### config.mk
export PLATFORM = sky130hd
export DESIGN_NAME = psc_exec
export DESIGN_NICKNAME = d
export VERILOG_FILES = /design/src/hdl/psc_pkg.sv /design/src/hdl/psc_exec.sv
export VERILOG_INCLUDE_DIRS = /design/src /design/src/hdl
export SDC_FILE = /design/constraint.sdc
export NUM_CORES = 1
export LEC_CHECK = 0
export ABC_AREA = 1
export BUFFER_PORTS_ARGS = -buffer_cell sky130_fd_sc_hd__buf_2
export CAP_MARGIN = 5
export CORE_MARGIN = 8
export CORE_UTILIZATION = 47
export DETAILED_ROUTE_END_ITERATION = 16
export PLACE_DENSITY = 0.87
export RECOVER_POWER = 100
export SYNTH_ARGS = -nofsm -noshare
export SYNTH_HDL_FRONTEND = slang
export SYNTH_SLANG_ARGS = --single-unit
### constraint.sdc
create_clock -name clk -period 2.45 [get_ports clk]
set_input_delay 0 -clock clk [delete_from_list [all_inputs] [get_ports clk]]
set_output_delay 0 -clock clk [all_outputs]
set_load 0.005 [all_outputs]
### src/hdl/psc_regs.svh
`ifndef PSC_REGS_SVH
`define PSC_REGS_SVH

// Instruction word codes (10-bit; PSC_OP_SEQ_IMM2H is the 6-bit upper part of the second word)
`define PSC_OP_SET_C     10'h28d
`define PSC_OP_SET_D     10'h015
`define PSC_OP_SEQ_IMM   10'h025
`define PSC_OP_SEQ_IMM2H 6'h07
`define PSC_OP_SEQ_MEM   10'h026
// Top bit of the immediate field and of the Y bit select
`define PSC_IMM_HI       3
`define PSC_YSEL_HI      2
// Port D width and highest legal bit index
`define PSC_PORTD_W      6
`define PSC_PORTD_MAX    4'h5
// Reset levels
`define PSC_PORTC_RST    1'h0
`define PSC_PORTD_RST    6'h00

`endif

### src/hdl/psc_pkg.sv
package psc_pkg;
	typedef enum logic [0:0] {
		PSC_FIRST,
		PSC_IMM_WORD
	} psc_state_t;
endpackage : psc_pkg

### src/hdl/psc_exec.sv
`timescale 1ns/1ps
`include "psc_regs.svh"

module psc_exec (
	input  wire logic                      clk,
	input  wire logic                      rst_n,
	input  wire logic                      instr_valid,
	input  wire logic [9:0]                instr,
	input  wire logic [3:0]                acc,
	input  wire logic [3:0]                index_y,
	input  wire logic [3:0]                mem_data,
	output logic                           port_c,
	output logic [`PSC_PORTD_W-1:0]        port_d,
	output logic                           skip_next,
	output logic                           busy
);

	// ----------------------------------------
	// Decode helpers
	// ----------------------------------------
	function automatic logic is_op(input logic [9:0] w, input logic [9:0] code);
		is_op = (w == code);
	endfunction : is_op

	psc_pkg::psc_state_t state;
	psc_pkg::psc_state_t next_state;
	logic                              next_port_c;
	logic [`PSC_PORTD_W-1:0]           next_port_d;
	logic                              next_skip;
	logic                              next_busy;

	// ----------------------------------------
	// Field helpers
	// ----------------------------------------
	function automatic logic y_in_range(input logic [3:0] y);
		y_in_range = (y <= `PSC_PORTD_MAX);
	endfunction : y_in_range

	logic [`PSC_IMM_HI:0]              imm_field;
	logic [`PSC_YSEL_HI:0]             y_bit;
	logic                              take_first;
	logic                              take_second;
	logic                              take_mem;

	assign imm_field   = instr[`PSC_IMM_HI:0];
	assign y_bit       = index_y[`PSC_YSEL_HI:0];
	assign take_first  = instr_valid && (state == psc_pkg::PSC_FIRST);
	assign take_second = instr_valid && (state == psc_pkg::PSC_IMM_WORD);
	assign take_mem    = take_first && is_op(instr, `PSC_OP_SEQ_MEM);

	// ----------------------------------------
	// Next state
	// ----------------------------------------
	always_comb begin
		next_state  = state;
		next_port_c = port_c;
		next_port_d = port_d;
		next_skip   = 1'b0;
		next_busy   = 1'b0;
		unique case (state)
			psc_pkg::PSC_FIRST: begin
				if (instr_valid) begin
					if (is_op(instr, `PSC_OP_SET_C)) begin
						next_port_c = 1'b1;
					end else if (is_op(instr, `PSC_OP_SET_D)) begin
						if (y_in_range(index_y)) begin
							next_port_d[y_bit] = 1'b1;
						end
					end else if (is_op(instr, `PSC_OP_SEQ_IMM)) begin
						next_state = psc_pkg::PSC_IMM_WORD;
						next_busy  = 1'b1;
					end else if (is_op(instr, `PSC_OP_SEQ_MEM)) begin
						next_skip = (acc == mem_data);
					end
				end
			end
			psc_pkg::PSC_IMM_WORD: begin
				next_busy = 1'b1;
				if (instr_valid) begin
					next_state = psc_pkg::PSC_FIRST;
					next_busy  = 1'b0;
					next_skip  = (acc == imm_field);
				end
			end
		endcase
	end

	// ----------------------------------------
	// Registers; acc and memory are inputs only
	// ----------------------------------------
	always_ff @(posedge clk) begin
		if (!rst_n) begin
			state     <= psc_pkg::PSC_FIRST;
			port_c    <= `PSC_PORTC_RST;
			port_d    <= `PSC_PORTD_RST;
			skip_next <= 1'b0;
			busy      <= 1'b0;
		end else begin
			state     <= next_state;
			port_c    <= next_port_c;
			port_d    <= next_port_d;
			skip_next <= next_skip;
			busy      <= next_busy;
		end
	end
endmodule : psc_exec

==> load_flow_metrics.sql, run 1 <==
INSERT INTO impl_metrics (metric_group, metric, value, unit) VALUES
('timing', 'final-max-slew-violation-count', '0', ''),
('place', 'io_buffer_count', '33', ''),
('global_routing', 'vias_in_the_first_global_route', '744', ''),
('worst_hold_path', 'worst_hold_path_type', 'input pin to register', ''),
('critical_path', 'worstPathArrival', '1.35', 'ns'),
('critical_path', 'timing.critical_path.slowest_cell_delay', '0.35', 'ns'),
('synthesis', 'synthTopCellsByArea', 'sky130_fd_sc_hd__dfxtp_1, sky130_fd_sc_hd__nand2_1, sky130_fd_sc_hd__inv_1', ''),
('place', 'place_congestion', '0.781', ''),
('final_layout', 'layout-drive-gt1-share', '25.9', '%'),
('critical_path', 'timing.critical_path.cells', 'inv_1 -> nand3_1 -> nor2_1 -> nand4_1 -> a21oi_1', ''),
('cts', 'cts_tree', 'yes', ''),
('power', 'power_density', '377', 'mW/mm^2'),
('synthesis', 'number_of_instances_in_the_synthesized_netlist', '121', ''),
('global_routing', 'grt-ovfl-total', '0', ''),
('cts', 'num_clock_sinks', '9', ''),
('critical_path', 'timing.critical_path.buf_inv', '1', ''),
('floorplan', 'dieWidth', '53.8', 'um'),
('critical_path', 'req_time_crit_path', '2.63', 'ns'),
('power', 'cellLeakagePower', '0.478', 'nW'),
('synthesis', 'syn_nets', '146', ''),
('synthesis', 'dominant_cell_by_count_in_the_synthesized_netlist', 'sky130_fd_sc_hd__nand2_1', ''),
('critical_path', 'cp_top_family', 'simple AND/OR/NAND/NOR gates', ''),
('cts', 'cts.repair.resized', '0', ''),
('global_routing', 'pin_count_of_the_biggest_net_entering_global_routing', '9', ''),
('timing', 'finalWorstPathRequiredPeriod', '1.17', 'ns'),
('detailed_routing', 'antenna_violating_nets_post_route', '0', ''),
('timing', 'setup_violations', '0', ''),
('cts', 'post-cts-setup-buffer-count', '0', ''),
('detailed_routing', 'routed_vias', '794', ''),
('synthesis', 'ys_async_sr_fraction', '0', '%'),
('floorplan', 'floorplan.die_area', '0.00289', 'mm^2'),
('global_routing', 'antenna_found_initial', '0', ''),
('cts', 'clk_transition_reported_paths', '0.06', 'ns'),
('global_routing', 'grt_pass1_wl', '2660', 'um'),
('synthesis', 'synthDominantAreaCellType', 'sky130_fd_sc_hd__dfxtp_1', ''),
('synthesis', 'ys_seq_area_share', '26.9', '%'),
('floorplan', 'core_area', '0.00132', 'mm^2'),
('detailed_routing', 'routed_wire_length_per_instance', '9.54', 'um'),
('critical_path', 'timing.setup.critical_path_class', 'register to register', ''),
('timing', 'fin_skew', '0.000805', 'ns'),
('detailed_routing', 'drt-total-wl', '1650', 'um'),
('synthesis', 'ys_top_cells_by_count', 'sky130_fd_sc_hd__nand2_1, sky130_fd_sc_hd__inv_1, sky130_fd_sc_hd__nor2_1, sky130_fd_sc_hd__dfxtp_1', ''),
('synthesis', 'yosysUniqueCellTypes', '14', ''),
('final_layout', 'flow.area_growth_from_synthesis', '30.0', '%'),
('timing', 'tightestPinTransition', '0.382', 'ns'),
('final_layout', 'design.final.nets', '184', ''),
('critical_path', 'crit_path_top_delay_cell', 'sky130_fd_sc_hd__dfxtp_1', ''),
('cts', 'worst_skew_pair.late_latency', '0.25', 'ns'),
('critical_path', 'critical_path.startpoint_type', 'register', ''),
('synthesis', 'synth_enable_flop_cells', '0', ''),
('cts', 'cts-buffers-inserted', '3', ''),
('detailed_routing', 'vias_per_cell', '4.59', ''),
('power', 'ir_drop', '0.000152', 'V'),
('cts', 'ctsHtreeMaxLevel', '1', ''),
('status', 'run_status', 'finished, final reports clean', ''),
('critical_path', 'cp_max_fo', '6', ''),
('timing', 'rsz0062_at_grt', 'no', ''),
('synthesis', 'synth.top_cell.area_share', '26.9', '%'),
('final_layout', 'n_antenna_cell', '0', ''),
('synthesis', 'syn_area_per_cell', '5.54', 'um^2'),
('global_routing', 'globalRouteTotalUtil', '11.9', '%'),
('synthesis', 'netlist_area', '671', 'um^2'),
('timing', 'totalNegativeSetupSlack', '0', 'ns'),
('timing', 'slew_hr', '74.5', '%'),
('final_layout', 'post-route-util', '66.2', '%'),
('synthesis', 'synth-seq-cells', '9', ''),
('timing', 'period_share', '47.7', '%'),
('job', 'cap_violations', '0', ''),
('place', 'placed_cells', '169', ''),
('synthesis', 'ys.warnings.count', '0', ''),
('floorplan', 'rows', '13', '');
==> metal layers <==
metal | GRT usage [%] | wire (um) | vias up
met5 | 0 | 0 | -
li1 | - | - | 441
met2 | 20.5 | 760 | 24
met3 | 2.48 | 134 | 2
met1 | 13.3 | 745 | 327
met4 | 6.30 | 10 | 0
==> where the power goes <==
| group | internal, mW | switching [mW] |
|---|---|---|
| registers | 0.146 | 0.0000168 |
| logic | 0.0290 | 0.0419 |
| clock network | 0.0626 | 0.0491 |
| total | 0.238 | 0.0910 |
==> sequential cells by signal, indices dropped and copies added, names as in the netlist <==
| name | flops |
|---|---|
| port_c | 1 |
| port_d | 6 |
| skip_next | 1 |
| state | 1 |
==> worst min-delay path: cells and delay by family <==
family,cells,cell delay (ns)
AND/OR/NAND/NOR,1,0.05
buffers and inverters,2,0.15
AO/OA/AOI/OAI,1,0.05
==> path summary, 6_finish.rpt <==
path	start	end	slack, ns	depth (start not counted)
worst max-delay path	state	port_d[3]	1.28	5
worst min-delay path	instr_valid	state	0.05	4
worst max register to register	state	port_d[3]	1.28	5
worst min register to register	port_d[2]	port_d[2]	0.45	2
==> logic make-up after synthesis <==
family	share of synthesized area, %
simple gates	47.4
compound gates	5.97
flops	26.9
xor+xnor	1.31
buf+inv	18.5
==> through the flow <==
step / setup WS [ns] / power, mW / instance area (um^2) / hold WS, ns
5_1_grt: 1.13 / 0.350 / 872 / 0.0660
3_3_place_gp: 1.50 / 0.219 / 855 / 0.309
3_5_place_dp: 1.42 / 0.221 / 855 / 0.318
6_report: 1.28 / 0.329 / 872 / 0.0501
2_1_floorplan: 1.54 / 0.187 / 671 / 0.175
4_1_cts: 1.41 / 0.332 / 881 / 0.0475
==> cell type report <==
cell class	instances	area, um^2	share of cell area [%]
Clock buffer	4	26.3	3.01
Tap cell	15	18.8	2.15
Inverter	33	124	14.2
Timing Repair Buffer	33	159	18.2
Sequential cell	9	180	20.7
Multi-Input combinational cell	79	364	41.8
==> layout by cell type, fill, tap and decap left out, drive strengths merged <==
| master | synthesis | layout |
|---|---|---|
| nor3 | 7 | 7 |
| xor2 | 1 | 1 |
| inv | 32 | 32 |
| nand3 | 3 | 3 |
| a21oi | 8 | 8 |
| clkbuf | 0 | 9 |
| clkinv | 1 | 1 |
| dfxtp | 9 | 9 |
| nor2 | 17 | 17 |
| nand2 | 35 | 35 |
| buf | 0 | 28 |
| nand4 | 8 | 8 |
Note: power is estimated with default switching activity, not from simulation.
==> run 2, diff against run 1 <==
CORE_UTILIZATION = 44   (was 47)
PLACE_DENSITY = 0.83   (was 0.87)
clock period = 1.1 ns   (was 2.45 ns; I/O delays follow)
==> load_flow_metrics.sql, run 2 (synthesis gave the netlist of run 1 again) <==
INSERT INTO impl_metrics (metric_group, metric, value, unit) VALUES
('place', 'place_congestion', '0.746', ''),
('critical_path', 'critical_path.startpoint_type', 'register', ''),
('final_layout', 'layout_common_cells', 'sky130_fd_sc_hd__nand2_1, sky130_fd_sc_hd__buf_2, sky130_fd_sc_hd__inv_1', ''),
('cts', 'hold_buffers', '0', ''),
('detailed_routing', 'detailroute.wirelength.met3', '152', 'um'),
('power', 'power.share.switching', '29.1', '%'),
('detailed_routing', 'first_iter_violations', '35', ''),
('place', 'post_dp_cell_area', '856', 'um^2'),
('critical_path', 'worstPathArrival', '1.22', 'ns'),
('floorplan', 'dieWidth', '55.0', 'um'),
('final_layout', 'flow.area_growth_from_synthesis', '32.8', '%'),
('detailed_routing', 'drt-met1-wl', '757', 'um'),
('critical_path', 'cp-end-kind', 'register', ''),
('global_routing', 'grt-ovfl-total', '0', ''),
('timing', 'final-max-slew-violation-count', '0', ''),
('detailed_routing', 'wl_met2', '892', 'um'),
('power', 'cellLeakagePower', '0.496', 'nW'),
('power', 'power_density', '842', 'mW/mm^2'),
('critical_path', 'timing.critical_path.buf_inv', '1', ''),
('critical_path', 'crit_path_top_delay_cell', 'sky130_fd_sc_hd__dfxtp_2', ''),
('global_routing', 'globalRouteTotalUtil', '12.2', '%'),
('final_layout', 'design.final.nets', '184', ''),
('timing', 'period_share', '93.6', '%'),
('timing', 'slew_hr', '82.6', '%'),
('critical_path', 'timing.critical_path.slowest_cell_delay', '0.35', 'ns'),
('power', 'power.share.clock', '34.7', '%'),
('detailed_routing', 'drc', '0', ''),
('timing', 'final_setup_slack_of_the_worst_path', '0.0708', 'ns'),
('power', 'power_frac_comb', '21.8', '%'),
('global_routing', 'antenna_found_initial', '0', ''),
('timing', 'timing_hold_violations_final', '0', ''),
('place', 'io_buffer_count', '33', ''),
('global_routing', 'grt_pass1_wl', '2910', 'um'),
('final_layout', 'layout.cells.non_filler', '174', ''),
('final_layout', 'post-route-util', '60.5', '%'),
('critical_path', 'cp_max_fo', '6', ''),
('final_layout', 'layout-drive-gt1-share', '30.4', '%'),
('cts', 'num_clock_sinks', '9', ''),
('final_layout', 'largest_register_ff_count', '6', ''),
('detailed_routing', 'routed_wire_length_per_instance', '10.4', 'um'),
('status', 'run_status', 'finished, final reports clean', ''),
('global_routing', 'pin_count_of_the_biggest_net_entering_global_routing', '9', ''),
('floorplan', 'top_level_ports', '34', ''),
('cts', 'cts_tree', 'yes', ''),
('critical_path', 'timing.critical_path.cells', 'inv_1 -> nand3_1 -> nor2_4 -> nand4_1 -> a21oi_2', ''),
('floorplan', 'floorplan.die_area', '0.00303', 'mm^2'),
('timing', 'finalWorstPathRequiredPeriod', '1.03', 'ns'),
('cts', 'cts.repair.resized', '0', ''),
('place', 'placed_cells', '170', ''),
('timing', 'timing.fmax', '0.972', 'GHz'),
('cts', 'worst_skew_pair.late_latency', '0.26', 'ns'),
('floorplan', 'rows', '14', ''),
('final_layout', 'final_design_area_no_fill', '891', 'um^2'),
('detailed_routing', 'routed_vias', '830', ''),
('power', 'register_share_of_total_power', '43.4', '%'),
('detailed_routing', 'drtPass1Iterations', '4', ''),
('detailed_routing', 'vias_per_cell', '4.77', ''),
('timing', 'setup_violations', '0', ''),
('detailed_routing', 'antenna_violating_nets_post_route', '0', ''),
('job', 'cap_violations', '0', ''),
('worst_hold_path', 'worst_hold_path_type', 'input pin to register', ''),
('global_routing', 'vias_in_the_first_global_route', '782', ''),
('cts', 'ctsLongestPathBuffers', '2', ''),
('place', 'place_ws', '0.0570', 'ns'),
('critical_path', 'timing.setup.critical_path_class', 'register to register', ''),
('timing', 'fin_skew', '0.000607', 'ns'),
('critical_path', 'req_time_crit_path', '1.29', 'ns'),
('critical_path', 'cp_top_family', 'simple AND/OR/NAND/NOR gates', ''),
('final_layout', 'register_with_the_most_flip_flops', 'port_d', ''),
('final_layout', 'layout_commonest_cell', 'sky130_fd_sc_hd__nand2_1', ''),
('floorplan', 'floorplan.initialDensity', '45.6', '%'),
('cts', 'cts_root_buf', 'sky130_fd_sc_hd__clkbuf_4', ''),
('power', 'ir_drop', '0.000367', 'V'),
('place', 'post-dp-hpwl', '1500', 'um'),
('cts', 'clk_transition_reported_paths', '0.06', 'ns'),
('cts', 'ctsHtreeMaxLevel', '1', ''),
('floorplan', 'core_area', '0.00147', 'mm^2'),
('power', 'power.internal', '532', 'uW'),
('cts', 'post-cts-setup-buffer-count', '0', ''),
('detailed_routing', 'top_layer', 'met4', ''),
('power', 'net-switching-power', '218', 'uW'),
('cts', 'cts-buffers-inserted', '3', ''),
('detailed_routing', 'drt-total-wl', '1810', 'um'),
('timing', 'tightestPinTransition', '0.260', 'ns'),
('final_layout', 'n_antenna_cell', '0', ''),
('floorplan', 'chip_height', '55.0', 'um');
## run 2: final timing paths
kind,end,from,slack [ns],cells after the start
worst max-delay path,port_d[5],state,0.07,5
worst min-delay path,state,instr_valid,0.05,4
worst max register to register,port_d[5],state,0.07,5
worst min register to register,port_d[1],port_d[1],0.45,2
## run 2: worst reg2reg max path: cells and delay by family (launching register included)
family / cells / cell delay, ns
AOI/OAI and AO/OA: 1 / 0.14
and+or+nand+nor: 3 / 0.42
DFF: 1 / 0.35
buffers and inverters: 1 / 0.05
## run 2: layout make-up
type	instances	area, um^2
clock buffer	4	26.3
fill	146	581
timing repair buffer	33	164
sequential	9	181
inverter	33	124
tap	16	20.0
multi-input combinational	79	375
## run 2: metal layers
metal,vias up,global-route usage (%)
met2,30,21.5
met4,0,4.80
met5,-,0
li1,442,-
met3,2,2.94
met1,356,13.9
## run 2: through the flow
step,TNS [ns],hold WS (ns),power [mW]
after floorplan,0,0.175,0.417
after global placement,0,0.309,0.487
after detailed placement,0,0.328,0.493
after CTS,0,0.0631,0.742
after global routing,-0.000287,0.0696,0.790
final,0,0.0532,0.750
## run 2: power groups by stage
stage,Combinational (mW),Sequential (mW),Clock [mW]
5_1_grt,0.186,0.326,0.278
4_1_cts,0.161,0.326,0.256
3_3_place_gp,0.154,0.333,0
6_report,0.164,0.326,0.260
3_5_place_dp,0.160,0.333,0
2_1_floorplan,0.0839,0.333,0
